## config.mk

```make
export PLATFORM = sky130hd
export DESIGN_NAME = usb_irq_source_mask_regs
export DESIGN_NICKNAME = d
export VERILOG_FILES = /design/src/usb_irq_pkg.sv /design/src/usb_irq_source_mask_regs.sv
export SDC_FILE = /design/constraint.sdc
export NUM_CORES = 1
export LEC_CHECK = 0
export ABC_AREA = 1
export BUFFER_PORTS_ARGS = -buffer_cell sky130_fd_sc_hd__buf_2
export CORE_MARGIN = 4
export CORE_UTILIZATION = 48
export DETAILED_ROUTE_END_ITERATION = 7
export PLACE_DENSITY = 0.73
export SYNTH_ARGS = -nofsm -noshare
export SYNTH_HDL_FRONTEND = slang
export SYNTH_SLANG_ARGS = --single-unit
```

## constraint.sdc

```tcl
create_clock -name i_clk -period 2.3 [get_ports i_clk]
set_clock_uncertainty 0.1 [all_clocks]
set_input_delay 0 -clock i_clk [delete_from_list [all_inputs] [get_ports i_clk]]
set_output_delay 0 -clock i_clk [all_outputs]
set_load 0.05 [all_outputs]
```

## src/usb_irq_pkg.sv

```systemverilog
// Constants, register map and field layout of the USB interrupt source and gate registers
package usb_irq_pkg;

  localparam int          REG_W   = 16;
  localparam int          ADDR_W  = 8;

  // Byte offsets, one aligned word per register
  localparam logic [7:0]  RAW_EP_OFS    = 8'h00;
  localparam logic [7:0]  RAW_CORE_OFS  = 8'h04;
  localparam logic [7:0]  FORCE_EP_OFS  = 8'h08;
  localparam logic [7:0]  FORCE_CORE_OFS = 8'h0C;
  localparam logic [7:0]  ACK_EP_OFS    = 8'h10;
  localparam logic [7:0]  ACK_CORE_OFS  = 8'h14;
  localparam logic [7:0]  GATE_EP_OFS   = 8'h18;
  localparam logic [7:0]  GATE_CORE_OFS = 8'h1C;
  localparam logic [7:0]  GATED_EP_OFS  = 8'h20;
  localparam logic [7:0]  GATED_CORE_OFS = 8'h24;

  // Field positions in the endpoint register, then the endpoint and core event counts
  localparam int          EP_RX_LSB     = 9;
  localparam int          EP_TX_LSB     = 1;
  localparam int          EP_CTRL_BIT   = 0;
  localparam int          EP_NUM        = 4;
  localparam int          CORE_NUM      = 9;

  // Implemented bits; everything else is reserved
  localparam logic [15:0] EP_VALID      = 16'h1E1F;
  localparam logic [15:0] CORE_VALID    = 16'h01FF;

  // Values after reset
  localparam logic [15:0] RAW_RESET     = 16'h0000;
  localparam logic [15:0] GATE_RESET    = 16'h0000;

endpackage : usb_irq_pkg

```

## src/usb_irq_source_mask_regs.sv

```systemverilog
// Raw source, force, ack, gate and gated status registers for USB core events
//
// The strobed register port and the address map were decided locally.
`timescale 1ns/1ps
module usb_irq_source_mask_regs
  import usb_irq_pkg::*;
#(
  parameter int EP_COUNT   = EP_NUM,
  parameter int CORE_COUNT = CORE_NUM
) (
  input  wire logic              i_clk,
  input  wire logic              i_resetn,
  input  wire logic [ADDR_W-1:0] i_addr,
  input  wire logic [REG_W-1:0]  i_wdata,
  input  wire logic              i_wr,
  input  wire logic              i_rd,
  output logic      [REG_W-1:0]  o_rdata,
  input  wire logic [3:0]        i_ep_receive_event,
  input  wire logic [3:0]        i_ep_transmit_event,
  input  wire logic              i_control_endpoint_event,
  input  wire logic [8:0]        i_core_event,
  output logic                   o_irq
);

  // Field layout is fixed; other counts cannot be served
  if (EP_COUNT != EP_NUM || CORE_COUNT != CORE_NUM) begin : g_bad_param
    $error("usb_irq_source_mask_regs: endpoint or core event count not supported");
  end

  // Register selects, one per decoded offset
  logic                sel_raw_ep;
  logic                sel_raw_core;
  logic                sel_force_ep;
  logic                sel_force_core;
  logic                sel_ack_ep;
  logic                sel_ack_core;
  logic                sel_gate_ep;
  logic                sel_gate_core;
  logic                sel_gated_ep;
  logic                sel_gated_core;

  // Write-one vectors, all zero unless that register is written this cycle
  logic [REG_W-1:0]    force_ep_bits;
  logic [REG_W-1:0]    force_core_bits;
  logic [REG_W-1:0]    ack_ep_bits;
  logic [REG_W-1:0]    ack_core_bits;

  // Event and set images in register layout
  logic [REG_W-1:0]    ep_events;
  logic [REG_W-1:0]    core_events;
  logic [REG_W-1:0]    ep_set;
  logic [REG_W-1:0]    core_set;

  // Next register images before they are split into fields
  logic [REG_W-1:0]    raw_ep_next;
  logic [REG_W-1:0]    raw_core_next;

  // Source fields, stored apart so each field has its own update
  logic [EP_NUM-1:0]   ep_rx_q;
  logic [EP_NUM-1:0]   ep_rx_d;
  logic [EP_NUM-1:0]   ep_tx_q;
  logic [EP_NUM-1:0]   ep_tx_d;
  logic                ep_ctrl_q;
  logic                ep_ctrl_d;
  logic [CORE_NUM-1:0] core_q;
  logic [CORE_NUM-1:0] core_d;

  // Gate fields
  logic [EP_NUM-1:0]   gate_rx_q;
  logic [EP_NUM-1:0]   gate_tx_q;
  logic                gate_ctrl_q;
  logic [CORE_NUM-1:0] gate_core_q;

  // Assembled register images
  logic [REG_W-1:0]    raw_ep;
  logic [REG_W-1:0]    raw_core;
  logic [REG_W-1:0]    gate_ep;
  logic [REG_W-1:0]    gate_core;
  logic [REG_W-1:0]    gated_ep;
  logic [REG_W-1:0]    gated_core;

  // Gated fields
  logic [EP_NUM-1:0]   gated_rx;
  logic [EP_NUM-1:0]   gated_tx;
  logic                gated_ctrl;
  logic [CORE_NUM-1:0] gated_core_bits;

  // Read path and interrupt
  logic                rd_raw_ep;
  logic                rd_raw_core;
  logic                pending_ep;
  logic                pending_core;
  logic [REG_W-1:0]    rdata_d;
  logic [REG_W-1:0]    rdata_q;
  logic                irq_q;

  // Sticky update: a set from an event or a force wins over a same-cycle ack
  function automatic logic [REG_W-1:0] sticky_next(
    input logic [REG_W-1:0] cur,
    input logic [REG_W-1:0] set_bits,
    input logic [REG_W-1:0] clr_bits
  );
    sticky_next = (cur & ~clr_bits) | set_bits;
  endfunction : sticky_next

  // Exact offset match; partial decoding would alias the unmapped holes
  function automatic logic addr_is(
    input logic [ADDR_W-1:0] a,
    input logic [7:0]        ofs
  );
    addr_is = (a == ofs);
  endfunction : addr_is

  // Places the endpoint fields at their positions; reserved bits stay zero
  function automatic logic [REG_W-1:0] ep_image(
    input logic [EP_NUM-1:0] rx,
    input logic [EP_NUM-1:0] tx,
    input logic              ctrl
  );
    ep_image                      = '0;
    ep_image[EP_RX_LSB +: EP_NUM] = rx;
    ep_image[EP_TX_LSB +: EP_NUM] = tx;
    ep_image[EP_CTRL_BIT]         = ctrl;
  endfunction : ep_image

  // Places the core events in the low bits; the upper bits are reserved
  function automatic logic [REG_W-1:0] core_image(
    input logic [CORE_NUM-1:0] bits
  );
    core_image                = '0;
    core_image[CORE_NUM-1:0]  = bits;
  endfunction : core_image

  // The valid patterns must agree with the field positions
  if (EP_VALID != ep_image('1, '1, 1'b1) || CORE_VALID != core_image('1)) begin : g_bad_layout
    $error("usb_irq_source_mask_regs: valid bit patterns disagree with field layout");
  end

  // Offsets are eight bits wide; a narrower bus would alias them
  if (ADDR_W != 8) begin : g_bad_addr
    $error("usb_irq_source_mask_regs: address width not supported");
  end

  // Registers must be wide enough for the widest field
  if (REG_W < EP_RX_LSB + EP_NUM || REG_W < CORE_NUM) begin : g_bad_width
    $error("usb_irq_source_mask_regs: register width too small");
  end

  // One select per offset; anything else decodes to no register
  always_comb begin
    sel_raw_ep     = 1'b0;
    sel_raw_core   = 1'b0;
    sel_force_ep   = 1'b0;
    sel_force_core = 1'b0;
    sel_ack_ep     = 1'b0;
    sel_ack_core   = 1'b0;
    sel_gate_ep    = 1'b0;
    sel_gate_core  = 1'b0;
    sel_gated_ep   = 1'b0;
    sel_gated_core = 1'b0;

    if (addr_is(i_addr, RAW_EP_OFS)) begin
      sel_raw_ep = 1'b1;
    end else if (addr_is(i_addr, RAW_CORE_OFS)) begin
      sel_raw_core = 1'b1;
    end else if (addr_is(i_addr, FORCE_EP_OFS)) begin
      sel_force_ep = 1'b1;
    end else if (addr_is(i_addr, FORCE_CORE_OFS)) begin
      sel_force_core = 1'b1;
    end else if (addr_is(i_addr, ACK_EP_OFS)) begin
      sel_ack_ep = 1'b1;
    end else if (addr_is(i_addr, ACK_CORE_OFS)) begin
      sel_ack_core = 1'b1;
    end else if (addr_is(i_addr, GATE_EP_OFS)) begin
      sel_gate_ep = 1'b1;
    end else if (addr_is(i_addr, GATE_CORE_OFS)) begin
      sel_gate_core = 1'b1;
    end else if (addr_is(i_addr, GATED_EP_OFS)) begin
      sel_gated_ep = 1'b1;
    end else if (addr_is(i_addr, GATED_CORE_OFS)) begin
      sel_gated_core = 1'b1;
    end
  end

  // Only bits written as one reach the update; reserved bits are cut by the valid pattern
  always_comb begin
    force_ep_bits   = '0;
    force_core_bits = '0;

    if (i_wr && sel_force_ep) begin
      force_ep_bits = i_wdata & EP_VALID;
    end
    if (i_wr && sel_force_core) begin
      force_core_bits = i_wdata & CORE_VALID;
    end
  end

  // Acks use the same masking, so a reserved bit can never be touched
  always_comb begin
    ack_ep_bits   = '0;
    ack_core_bits = '0;

    if (i_wr && sel_ack_ep) begin
      ack_ep_bits = i_wdata & EP_VALID;
    end
    if (i_wr && sel_ack_core) begin
      ack_core_bits = i_wdata & CORE_VALID;
    end
  end

  // Event lines come from the core on this clock, so no synchroniser is needed
  always_comb begin
    ep_events   = ep_image(i_ep_receive_event, i_ep_transmit_event, i_control_endpoint_event);
    core_events = core_image(i_core_event);
  end

  // Events and forces share one set path
  always_comb begin
    ep_set        = ep_events | force_ep_bits;
    core_set      = core_events | force_core_bits;
    raw_ep_next   = sticky_next(raw_ep, ep_set, ack_ep_bits);
    raw_core_next = sticky_next(raw_core, core_set, ack_core_bits);
    ep_rx_d       = raw_ep_next[EP_RX_LSB +: EP_NUM];
    ep_tx_d       = raw_ep_next[EP_TX_LSB +: EP_NUM];
    ep_ctrl_d     = raw_ep_next[EP_CTRL_BIT];
    core_d        = raw_core_next[CORE_NUM-1:0];
  end

  // Receive sources; raw sources never look at the gates
  always_ff @(posedge i_clk or negedge i_resetn) begin
    if (!i_resetn) begin
      ep_rx_q <= RAW_RESET[EP_RX_LSB +: EP_NUM];
    end else begin
      ep_rx_q <= ep_rx_d;
    end
  end

  // Transmit sources
  always_ff @(posedge i_clk or negedge i_resetn) begin
    if (!i_resetn) begin
      ep_tx_q <= RAW_RESET[EP_TX_LSB +: EP_NUM];
    end else begin
      ep_tx_q <= ep_tx_d;
    end
  end

  // Control endpoint source
  always_ff @(posedge i_clk or negedge i_resetn) begin
    if (!i_resetn) begin
      ep_ctrl_q <= RAW_RESET[EP_CTRL_BIT];
    end else begin
      ep_ctrl_q <= ep_ctrl_d;
    end
  end

  // Core event sources
  always_ff @(posedge i_clk or negedge i_resetn) begin
    if (!i_resetn) begin
      core_q <= RAW_RESET[CORE_NUM-1:0];
    end else begin
      core_q <= core_d;
    end
  end

  // Receive gates; plain read/write, same layout as the sources
  always_ff @(posedge i_clk or negedge i_resetn) begin
    if (!i_resetn) begin
      gate_rx_q <= GATE_RESET[EP_RX_LSB +: EP_NUM];
    end else if (i_wr && sel_gate_ep) begin
      gate_rx_q <= i_wdata[EP_RX_LSB +: EP_NUM];
    end
  end

  // Transmit gates
  always_ff @(posedge i_clk or negedge i_resetn) begin
    if (!i_resetn) begin
      gate_tx_q <= GATE_RESET[EP_TX_LSB +: EP_NUM];
    end else if (i_wr && sel_gate_ep) begin
      gate_tx_q <= i_wdata[EP_TX_LSB +: EP_NUM];
    end
  end

  // Control endpoint gate
  always_ff @(posedge i_clk or negedge i_resetn) begin
    if (!i_resetn) begin
      gate_ctrl_q <= GATE_RESET[EP_CTRL_BIT];
    end else if (i_wr && sel_gate_ep) begin
      gate_ctrl_q <= i_wdata[EP_CTRL_BIT];
    end
  end

  // Core event gates
  always_ff @(posedge i_clk or negedge i_resetn) begin
    if (!i_resetn) begin
      gate_core_q <= GATE_RESET[CORE_NUM-1:0];
    end else if (i_wr && sel_gate_core) begin
      gate_core_q <= i_wdata[CORE_NUM-1:0];
    end
  end

  // Raw images for read back and for the next-state update
  always_comb begin
    raw_ep   = ep_image(ep_rx_q, ep_tx_q, ep_ctrl_q);
    raw_core = core_image(core_q);
  end

  // Gate images for read back
  always_comb begin
    gate_ep   = ep_image(gate_rx_q, gate_tx_q, gate_ctrl_q);
    gate_core = core_image(gate_core_q);
  end

  // Each gate bit masks the source bit at its own position
  always_comb begin
    gated_rx   = ep_rx_q & gate_rx_q;
    gated_tx   = ep_tx_q & gate_tx_q;
    gated_ctrl = ep_ctrl_q & gate_ctrl_q;
  end

  assign gated_core_bits = core_q & gate_core_q;

  // Gated images for read back
  always_comb begin
    gated_ep   = ep_image(gated_rx, gated_tx, gated_ctrl);
    gated_core = core_image(gated_core_bits);
  end

  // Any gated bit keeps the interrupt pending
  assign pending_ep   = |gated_ep;
  assign pending_core = |gated_core;

  // Force and ack offsets read back the live raw register
  assign rd_raw_ep   = sel_raw_ep || sel_force_ep || sel_ack_ep;
  assign rd_raw_core = sel_raw_core || sel_force_core || sel_ack_core;

  // Read decode; reads have no side effects, unmapped addresses read zero
  always_comb begin
    rdata_d = '0;
    if (rd_raw_ep) begin
      rdata_d = raw_ep;
    end else if (rd_raw_core) begin
      rdata_d = raw_core;
    end else if (sel_gate_ep) begin
      rdata_d = gate_ep;
    end else if (sel_gate_core) begin
      rdata_d = gate_core;
    end else if (sel_gated_ep) begin
      rdata_d = gated_ep;
    end else if (sel_gated_core) begin
      rdata_d = gated_core;
    end
  end

  // Read data stands only in the cycle after the strobe
  always_ff @(posedge i_clk or negedge i_resetn) begin
    if (!i_resetn) begin
      rdata_q <= '0;
    end else if (i_rd) begin
      rdata_q <= rdata_d;
    end else begin
      rdata_q <= '0;
    end
  end

  // Registered level; one cycle behind the gated status, traded for a clean output
  always_ff @(posedge i_clk or negedge i_resetn) begin
    if (!i_resetn) begin
      irq_q <= 1'b0;
    end else begin
      irq_q <= pending_ep || pending_core;
    end
  end

  // Both outputs come straight from flip-flops
  assign o_rdata = rdata_q;
  assign o_irq   = irq_q;

endmodule : usb_irq_source_mask_regs

```

==> impl_metrics.ini, run 1 <==
[placed_design]
post-dp-hpwl_um = 4584
gp_congestion = 0.8400
place.port_buffers = 56
place_area_um2 = 2949
pre_cts_slack_ns = 0.7196

[timing]
drv_slew = 0
slew_headroom_pct = 52.51
finalCritPeriodShare_pct = 88.28
rsz0062_at_grt = no
worstMarginPinSlew_ns = 0.7123
setup-violations-final = 0
clock.fmax_mhz = 492.5
finalWorstSetupSlack_ns = 0.2695
min_period_ns = 2.030
hold_viol = 0
fin_setup_tns_ns = 0

[detailed_routing]
routedWlPerCell_um = 14.25
antenna_left = 0
wl_um = 7650
first_iter_violations = 223
drtPass1Iterations = 6
vias = 2818
vias_per_cell = 5.248
drc = 0

[worst_setup_path]
crit_arrival_ns = 2.17
startpoint = i_addr[7]
worstPathRequired_ns = 2.44
r2r_end = ep_rx_q[1]
worst_setup_path_start_kind = input pin
cp-endpoint = core_q[7]
reg2reg_depth = 3
cp_max_fo = 6
r2r_start = ep_rx_q[1]
rrSetupSlack_ns = 0.90
worstSetupEndpointType = flip-flop
crit_type = input pin to flip-flop

[worst_hold_path]
min_path_type = input pin to flip-flop
hp-start = i_wr

[yosys]
syn-instance-count = 335
syn_area_um2 = 2624
ys_seq_area_share_pct = 47.69
ys_ff_latch = 50
synth.distinct_cells = 26
yosysTopAreaCellShare_pct = 47.69
synthTopCellsByArea = dfrtp_1 (48%), nand2_1 (14%), o21ai_0 (6.9%), a21oi_1 (6.1%), inv_1 (5.3%)
syn_area_per_cell_um2 = 7.832
yosys_warnings = 0
synth.largest_area_cell = dfrtp_1

[clock_tree]
path_clk_slew_ns = 0.09
clock_sinks = 50
cts_tree = built
cts_made_buffers = 5
cts.repair.resized = 0
cts_max_path_buffers = 2
clk_latency_ns = 0.30
cts-root-buf = clkbuf_8
cts_htree_levels = 2

[global_routing]
grt_pass1_wl_um = 13030
grt_pass1_vias = 2786
grt-ovfl-total = 0
grt_max_degree = 24
gr-usage-all-layers_pct = 25.62
antenna_found_initial = 0

[power]
p_per_area_nw_per_um2 = 484.7
vdd_drop_max_uv = 323.9
power_leakage_uw = 0.001853

[floorplanning]
fp-row-count = 26
io_pins = 63
die_x_um = 81.94
chipHeight_um = 81.94
start_util_pct = 50.41
core_area_um2 = 5205
die_area_um2 = 6713

[finish]
multi_input_area_um2 = 1142
antenna_cells = 0
nets = 512
regArea_um2 = 1251
fillers = 400
area_growth_syn_to_layout_pct = 43.16
final_layout_size_suffix_gt1_share_pct = 20.34
design_area_um2 = 3756

[run]
max_cap_violations = 0

[status]
status = finished, final reports clean
-- power by group --
part           switching, uW  leakage, uW  internal [uW]  total, uW
Clock                    289    0.0000579            320        610
Sequential              16.4     0.000598            902        918
Combinational            165      0.00120            127        292
-- kinds of logic after synthesis --
logic type	count (synthesis)	synth area share [%]
AND/OR/NAND/NOR	150	26.47
other	1	0.1429
buffers and inverters	50	9.060
flip-flops	50	47.69
AO/OA/AOI/OAI	84	16.64
-- cell usage in the layout (no fill, tap or decap), types with 2 or more instances in the layout --
cell type / synthesis / routed
a21oi_1: 32 / 32
a31oi_1: 4 / 4
buf_2: 1 / 56
buf_4: 5 / 10
clkbuf_8: 0 / 5
clkinv_2: 0 / 2
conb_1: 1 / 3
dfrtp_1: 50 / 50
dlygate4sd3_1: 0 / 66
inv_1: 37 / 37
inv_2: 3 / 3
nand2_1: 100 / 100
nand2_4: 2 / 2
nand3_1: 17 / 17
nand4_1: 5 / 5
nor2_1: 9 / 9
nor2_2: 3 / 3
nor4_1: 2 / 2
nor4_4: 2 / 2
o21ai_0: 36 / 36
o21ai_1: 9 / 9
o21ai_2: 2 / 2
or2_2: 6 / 6
-- layer usage --
| metal | wire length (um) | track usage, % | vias to the layer above |
|---|---|---|---|
| met5 | 0 | 0 | - |
| met4 | 163 | 9.468 | 0 |
| met3 | 504 | 5.921 | 21 |
| met2 | 3870 | 43.46 | 113 |
| met1 | 3111 | 31.70 | 1338 |
| li1 | - | - | 1346 |
-- stage by stage --
step                hold WS (ns)  cells  util (%)  total power [uW]
floorplan                -0.3956    337         -              1061
global placement         -0.1041    458     56.66              1147
detailed placement       -0.1022    458     56.66              1151
CTS                      0.04617    532     71.44              1813
global route             0.08550    537     72.16              1895
finish                   0.05145    537     72.16              1820
-- how the worst min path moves through the flow --
stage                                 to  slack [ns]  cells after the start
after floorplan                core_q[0]       -0.40                      0
after global placement        o_rdata[6]       -0.10                      1
after detailed placement      o_rdata[6]       -0.10                      1
after CTS                 gate_core_q[7]        0.05                      3
after global routing      gate_core_q[3]        0.09                      3
final                     gate_core_q[8]        0.05                      3
-- sequential cells by signal, summed over array words and instances (netlist names) --
name and flops:
o_rdata 13, o_irq 1, gate_ctrl_q 1, ep_rx_q 4, gate_tx_q 4, ep_tx_q 4, gate_core_q 9, gate_rx_q 4
core_q 9, ep_ctrl_q 1
-- worst max-delay path: stages --
cell and delay [ns]:
buf_2 0.10, nor2_1 0.12, nand3_2 0.17, nor4_4 0.26, buf_4 0.21, a21oi_1 0.07, dlygate4sd3_1 0.59, nand2_1 0.09
dlygate4sd3_1 0.54
-- Yosys cell counts --
master,instances
nand2_4,2
conb_1,1
o21ai_1,9
nor2_1,9
nor2_2,3
inv_1,37
nand3b_1,1
a31oi_1,4
a221oi_1,1
nor4_1,2
o21ai_0,36
nand4_1,5
nand3_1,17
buf_4,5
or2_2,6
buf_6,4
buf_2,1
nand2_1,100
a21oi_1,32
inv_2,3
nor2_4,1
o21ai_2,2
nand2_2,1
dfrtp_1,50
nor4_4,2
nand3_2,1
-- final cells by class --
| class | instances | area share, % |
|---|---|---|
| inverter | 40 | 3.997 |
| timing repair buffer | 132 | 27.05 |
| tap | 70 | 2.332 |
| sequential | 50 | 33.31 |
| multi-input combinational | 237 | 30.41 |
| clock inverter | 3 | 1.066 |
| clock buffer | 5 | 1.832 |
-- timing repair --
item	CTS	global route
endpoints found under the hold margin	71	0
hold buffers	66	0
setup endpoints to repair	0	12
setup buffers	0	5
No activity file was read; power rests on OpenSTA's default activity.
==> inputs of run 2 (changes only) <==
clock period = 2.5 ns   (was 2.3 ns; I/O delays follow)
==> run 2 against run 1 <==
Net effect: sequential share of layout area is 0.34 points higher; first-iteration DRC count grew 11%; die area is the same; clock power fell by 7.2%; core utilization shrank 0.72 points; routed wire length is 1.2% higher; register-to-register slack gained 0.23 ns; critical path type unchanged; largest power group unchanged.
==> impl_metrics.ini, run 2 (synthesis results as in run 1) <==
[status]
status = finished, final reports clean

[worst_setup_path]
worst_setup_path_start_kind = input pin
r2r_start = ep_tx_q[0]
worstSetupEndpointType = flip-flop
crit_type = input pin to flip-flop
cp_max_fo = 9
reg2reg_depth = 3
r2r_end = ep_tx_q[0]
crit_arrival_ns = 2.43
worstPathRequired_ns = 2.64
cp-endpoint = ep_ctrl_q
rrSetupSlack_ns = 1.13
startpoint = i_wr

[worst_hold_path]
min_path_type = input pin to flip-flop

[run]
max_cap_violations = 0

[clock_tree]
path_clk_slew_ns = 0.09
cts.repair.resized = 0
cts-root-buf = clkbuf_8
cts_setup_buffers = 0
cts_made_buffers = 5
cts_htree_levels = 2
clock_sinks = 50
cts_tree = built
clk_latency_ns = 0.30
hold_buffers = 67
cts_max_path_buffers = 2

[finish]
antenna_cells = 0
post-route-util_pct = 71.44
multi_input_area_um2 = 1142
layout_common_cells = nand2_1 (100), dlygate4sd3_1 (67), buf_2 (56), dfrtp_1 (50), inv_1 (37)
area_growth_syn_to_layout_pct = 41.73
largest_reg_flops = 13
final_layout_size_suffix_gt1_share_pct = 18.83
final_common_cell = nand2_1
fillers = 418
nets = 507
fin_cells = 532
regArea_um2 = 1251

[global_routing]
grt_pass1_wl_um = 12620
gr-usage-all-layers_pct = 24.64
grt_pass1_vias = 2669
grt-ovfl-total = 0
antenna_found_initial = 0
grt_use_met3_pct = 4.057
grt_use_met1_pct = 32.02
busiest_layer = met2
grt_max_degree = 29
use_met2_pct = 42.65

[timing]
hold_viol = 0
setup-violations-final = 0
slew_headroom_pct = 48.62
drv_slew = 0
fin_setup_tns_ns = 0
finalCritPeriodShare_pct = 91.77
min_period_ns = 2.294
rsz0062_at_grt = no
clock.fmax_mhz = 435.9
worstMarginPinSlew_ns = 0.7649

[placed_design]
post-dp-hpwl_um = 4613
dp.cells = 457
place.port_buffers = 56
gp_congestion = 0.8790

[detailed_routing]
drc = 0
drtPass1Iterations = 4
antenna_left = 0
first_iter_violations = 247
wl_um = 7739
routedWlPerCell_um = 14.55
vias_per_cell = 5.186
vias = 2759

[floorplanning]
die_area_um2 = 6713
chipHeight_um = 81.94
io_pins = 63
fp-row-count = 26
start_util_pct = 50.41
die_x_um = 81.94
core_area_um2 = 5205

[power]
switching_power_uw = 431.6
power_leakage_uw = 0.001816
combinationalPowerShare_pct = 15.8
clkPwrFrac_pct = 33.8
vdd_drop_max_uv = 397.8
p_int_uw = 1245
p_seq_share_pct = 50.4
p_sw_share_pct = 25.74
p_per_area_nw_per_um2 = 450.9
-- run 2: cell type report --
class | count | area share (%)
Inverter | 40 | 4.038
Sequential cell | 50 | 33.65
Multi-Input combinational cell | 237 | 30.72
Clock inverter | 1 | 0.8075
Clock buffer | 7 | 2.052
Timing Repair Buffer | 127 | 26.38
Tap cell | 70 | 2.355
-- run 2: metrics by stage --
stage	power, uW	setup WS (ns)	hold slack, ns	instance area (um^2)
after CTS	1672	0.3234	0.05715	3719
final	1677	0.2058	0.06999	3719
after global routing	1739	0.09954	0.08318	3719
after floorplan	976.4	1.404	-0.3956	2631
after detailed placement	1058	0.6747	-0.09726	2942
after global placement	1054	0.7442	-0.09834	2942
-- run 2: worst min path at each step --
stage / start / to / slack [ns] / depth (start not counted)
after global placement: i_resetn / o_rdata[6] / -0.1 / 1
after detailed placement: i_resetn / ep_tx_q[2] / -0.1 / 1
final: i_wr / gate_core_q[1] / 0.07 / 3
after floorplan: i_resetn / core_q[0] / -0.40 / 0
after global routing: i_wr / gate_core_q[1] / 0.08 / 3
after CTS: i_wr / gate_core_q[1] / 0.06 / 3
-- run 2: power by group through the flow --
stage	clock [uW]	combinational [uW]	sequential, uW
floorplan	0	91.6	885
global placement	0	194	860
detailed placement	0	198	861
finish	566	265	846
CTS	569	259	845
global route	600	291	848
-- run 2: critical path, stage by stage --
cell,delay [ns]
buf_2,0.17
inv_1,0.12
nor4_4,0.72
a21oi_1,0.16
dlygate4sd3_1,0.62
nand2_1,0.08
dlygate4sd3_1,0.56
-- run 2: per-layer routing --
metal	wire [um]	part of all wire, %
met4	126	1.6
met3	496	6.4
met5	0	0
met2	3905	50
met1	3210	41
==> inputs of run 3 (changes only) <==
PLACE_DENSITY = unset   (was 0.73)
PLACE_DENSITY_LB_ADDON = 0.3   (was unset)
==> run 3 against run 2 <==
Net effect: die area did not move; highest routed layer unchanged; non-clock buffer count did not move; hold slack got worse by 0.011 ns.
==> impl_metrics.ini, run 3 (synthesis results as in run 1) <==
[worst_setup_path]
r2r_start = core_q[0]
crit_type = input pin to flip-flop
worstPathRequired_ns = 2.65
startpoint = i_addr[7]
worstSetupEndpointType = flip-flop
worst_setup_path_start_kind = input pin
reg2reg_depth = 3
cpPeakStageDelay_ns = 0.61
crit_top_cell = dlygate4sd3_1
path_cells = buf_2 -> nor2_1 -> nand3_2 -> nor4_4 -> a21oi_1 -> dlygate4sd3_1 -> nand2_1 -> dlygate4sd3_1
cp_max_fo = 9
slowest_stage = nor4_4
crit_arrival_ns = 2.39

[finish]
area_growth_syn_to_layout_pct = 43.20
fin_cells = 532
largest_reg_flops = 13
nets = 507
multi_input_area_um2 = 1142
final_common_cell = nand2_1
final_layout_size_suffix_gt1_share_pct = 19.05
regArea_um2 = 1251
fillers = 385
layout_common_cells = nand2_1 (100), dlygate4sd3_1 (68), buf_2 (56), dfrtp_1 (50), inv_1 (37)
antenna_cells = 0

[placed_design]
pre_cts_slack_ns = 0.9089
place.port_buffers = 56
gp_congestion = 0.8867
dp.cells = 456
post-dp-hpwl_um = 4651

[clock_tree]
cts_htree_levels = 2
cts_made_buffers = 5
cts_tree = built
clk_latency_ns = 0.31
path_clk_slew_ns = 0.09
clock_sinks = 50
cts_max_path_buffers = 2
cts-root-buf = clkbuf_8
cts.repair.resized = 0

[power]
p_per_area_nw_per_um2 = 481.4
power_leakage_uw = 0.001832
finalPower_uw = 1809
vdd_drop_max_uv = 355.7

[global_routing]
busiest_layer = met2
gr-usage-all-layers_pct = 23.65
grt_pass1_vias = 2627
grt_use_met3_pct = 3.728
antenna_found_initial = 0
grt_use_met1_pct = 31.72
grt_pass1_wl_um = 12120
grt-ovfl-total = 0
use_met2_pct = 38.53
grt_max_degree = 28

[timing]
rsz0062_at_grt = no
worstMarginPinSlew_ns = 0.7480
min_period_ns = 2.237
drv_slew = 0
finalWorstSetupSlack_ns = 0.2626
slew_headroom_pct = 49.76
finalCritPeriodShare_pct = 89.50
fin_setup_tns_ns = 0
clock.fmax_mhz = 446.9
setup-violations-final = 0
whs_ns = 0.05910
hold_viol = 0

[detailed_routing]
drtPass1Iterations = 5
routedWlPerCell_um = 14.18
vias_per_cell = 5.160
first_iter_violations = 244
vias = 2745
wl_um = 7545
antenna_left = 0
drc = 0

[floorplanning]
fp-row-count = 26
core_area_um2 = 5205
io_pins = 63
start_util_pct = 50.41
chipHeight_um = 81.94
die_area_um2 = 6713
die_x_um = 81.94

[worst_hold_path]
min_path_type = input pin to flip-flop
hp-start = i_wr
whs_path_depth = 3

[status]
status = finished, final reports clean

[run]
max_cap_violations = 0
run 3: cell count changes in the layout (fill, tap and decap cells not counted), sizes merged:
cell         change
buf              -1
bufinv           +1
clkbuf           -1
dlygate4sd3      +1
run 3: critical path: cells and delay by family:
kind                   cells  cell delay [ns]
buffers and inverters      3             1.25
AND/OR/NAND/NOR            4             0.97
AO/OA/AOI/OAI              1             0.16
run 3: worst paths after layout:
check | end | slack (ns)
max | ep_rx_q[0] | 0.26
min | gate_core_q[2] | 0.06
max reg2reg | core_q[0] | 1.12
min reg2reg | gate_tx_q[0] | 0.42
max in group asynchronous | gate_core_q[4] | 1.41
min in group asynchronous | core_q[7] | 0.14
run 3: what timing repair did:
| action | 4_1_cts | 5_1_grt |
|---|---|---|
| buffers inserted | 0 | 0 |
| hold buffers | 68 | 0 |
| hold endpoints to repair | 67 | 0 |
run 3: metal layers:
layer  routed length [um]  share of wire (%)
met5                    0                  0
met4                  214                2.8
met3                  396                5.2
met2                 3570                 47
met1                 3363                 45
run 3: report_power, final:
part | switching (uW) | internal (uW) | total [uW] | leakage (uW)
Combinational | 151 | 115 | 266 | 0.00116
Clock | 273 | 427 | 699 | 0.0000714
Sequential | 13.3 | 830 | 843 | 0.000598
run 3: cell type report:
| class | count | area share, % |
|---|---|---|
| inverters | 40 | 3.996 |
| repair buffers | 127 | 26.17 |
| clock inverters | 2 | 1.598 |
| multi-input cells | 237 | 30.40 |
| well taps | 70 | 2.331 |
| clock buffers | 6 | 2.198 |
| flip-flops and latches | 50 | 33.30 |
run 3: through the flow:
step	area [um^2]	util, %
detailed placement	2934	56.37
CTS	3757	72.19
global placement	2934	56.37
finish	3757	72.19
floorplan	2631	-
global route	3757	72.19
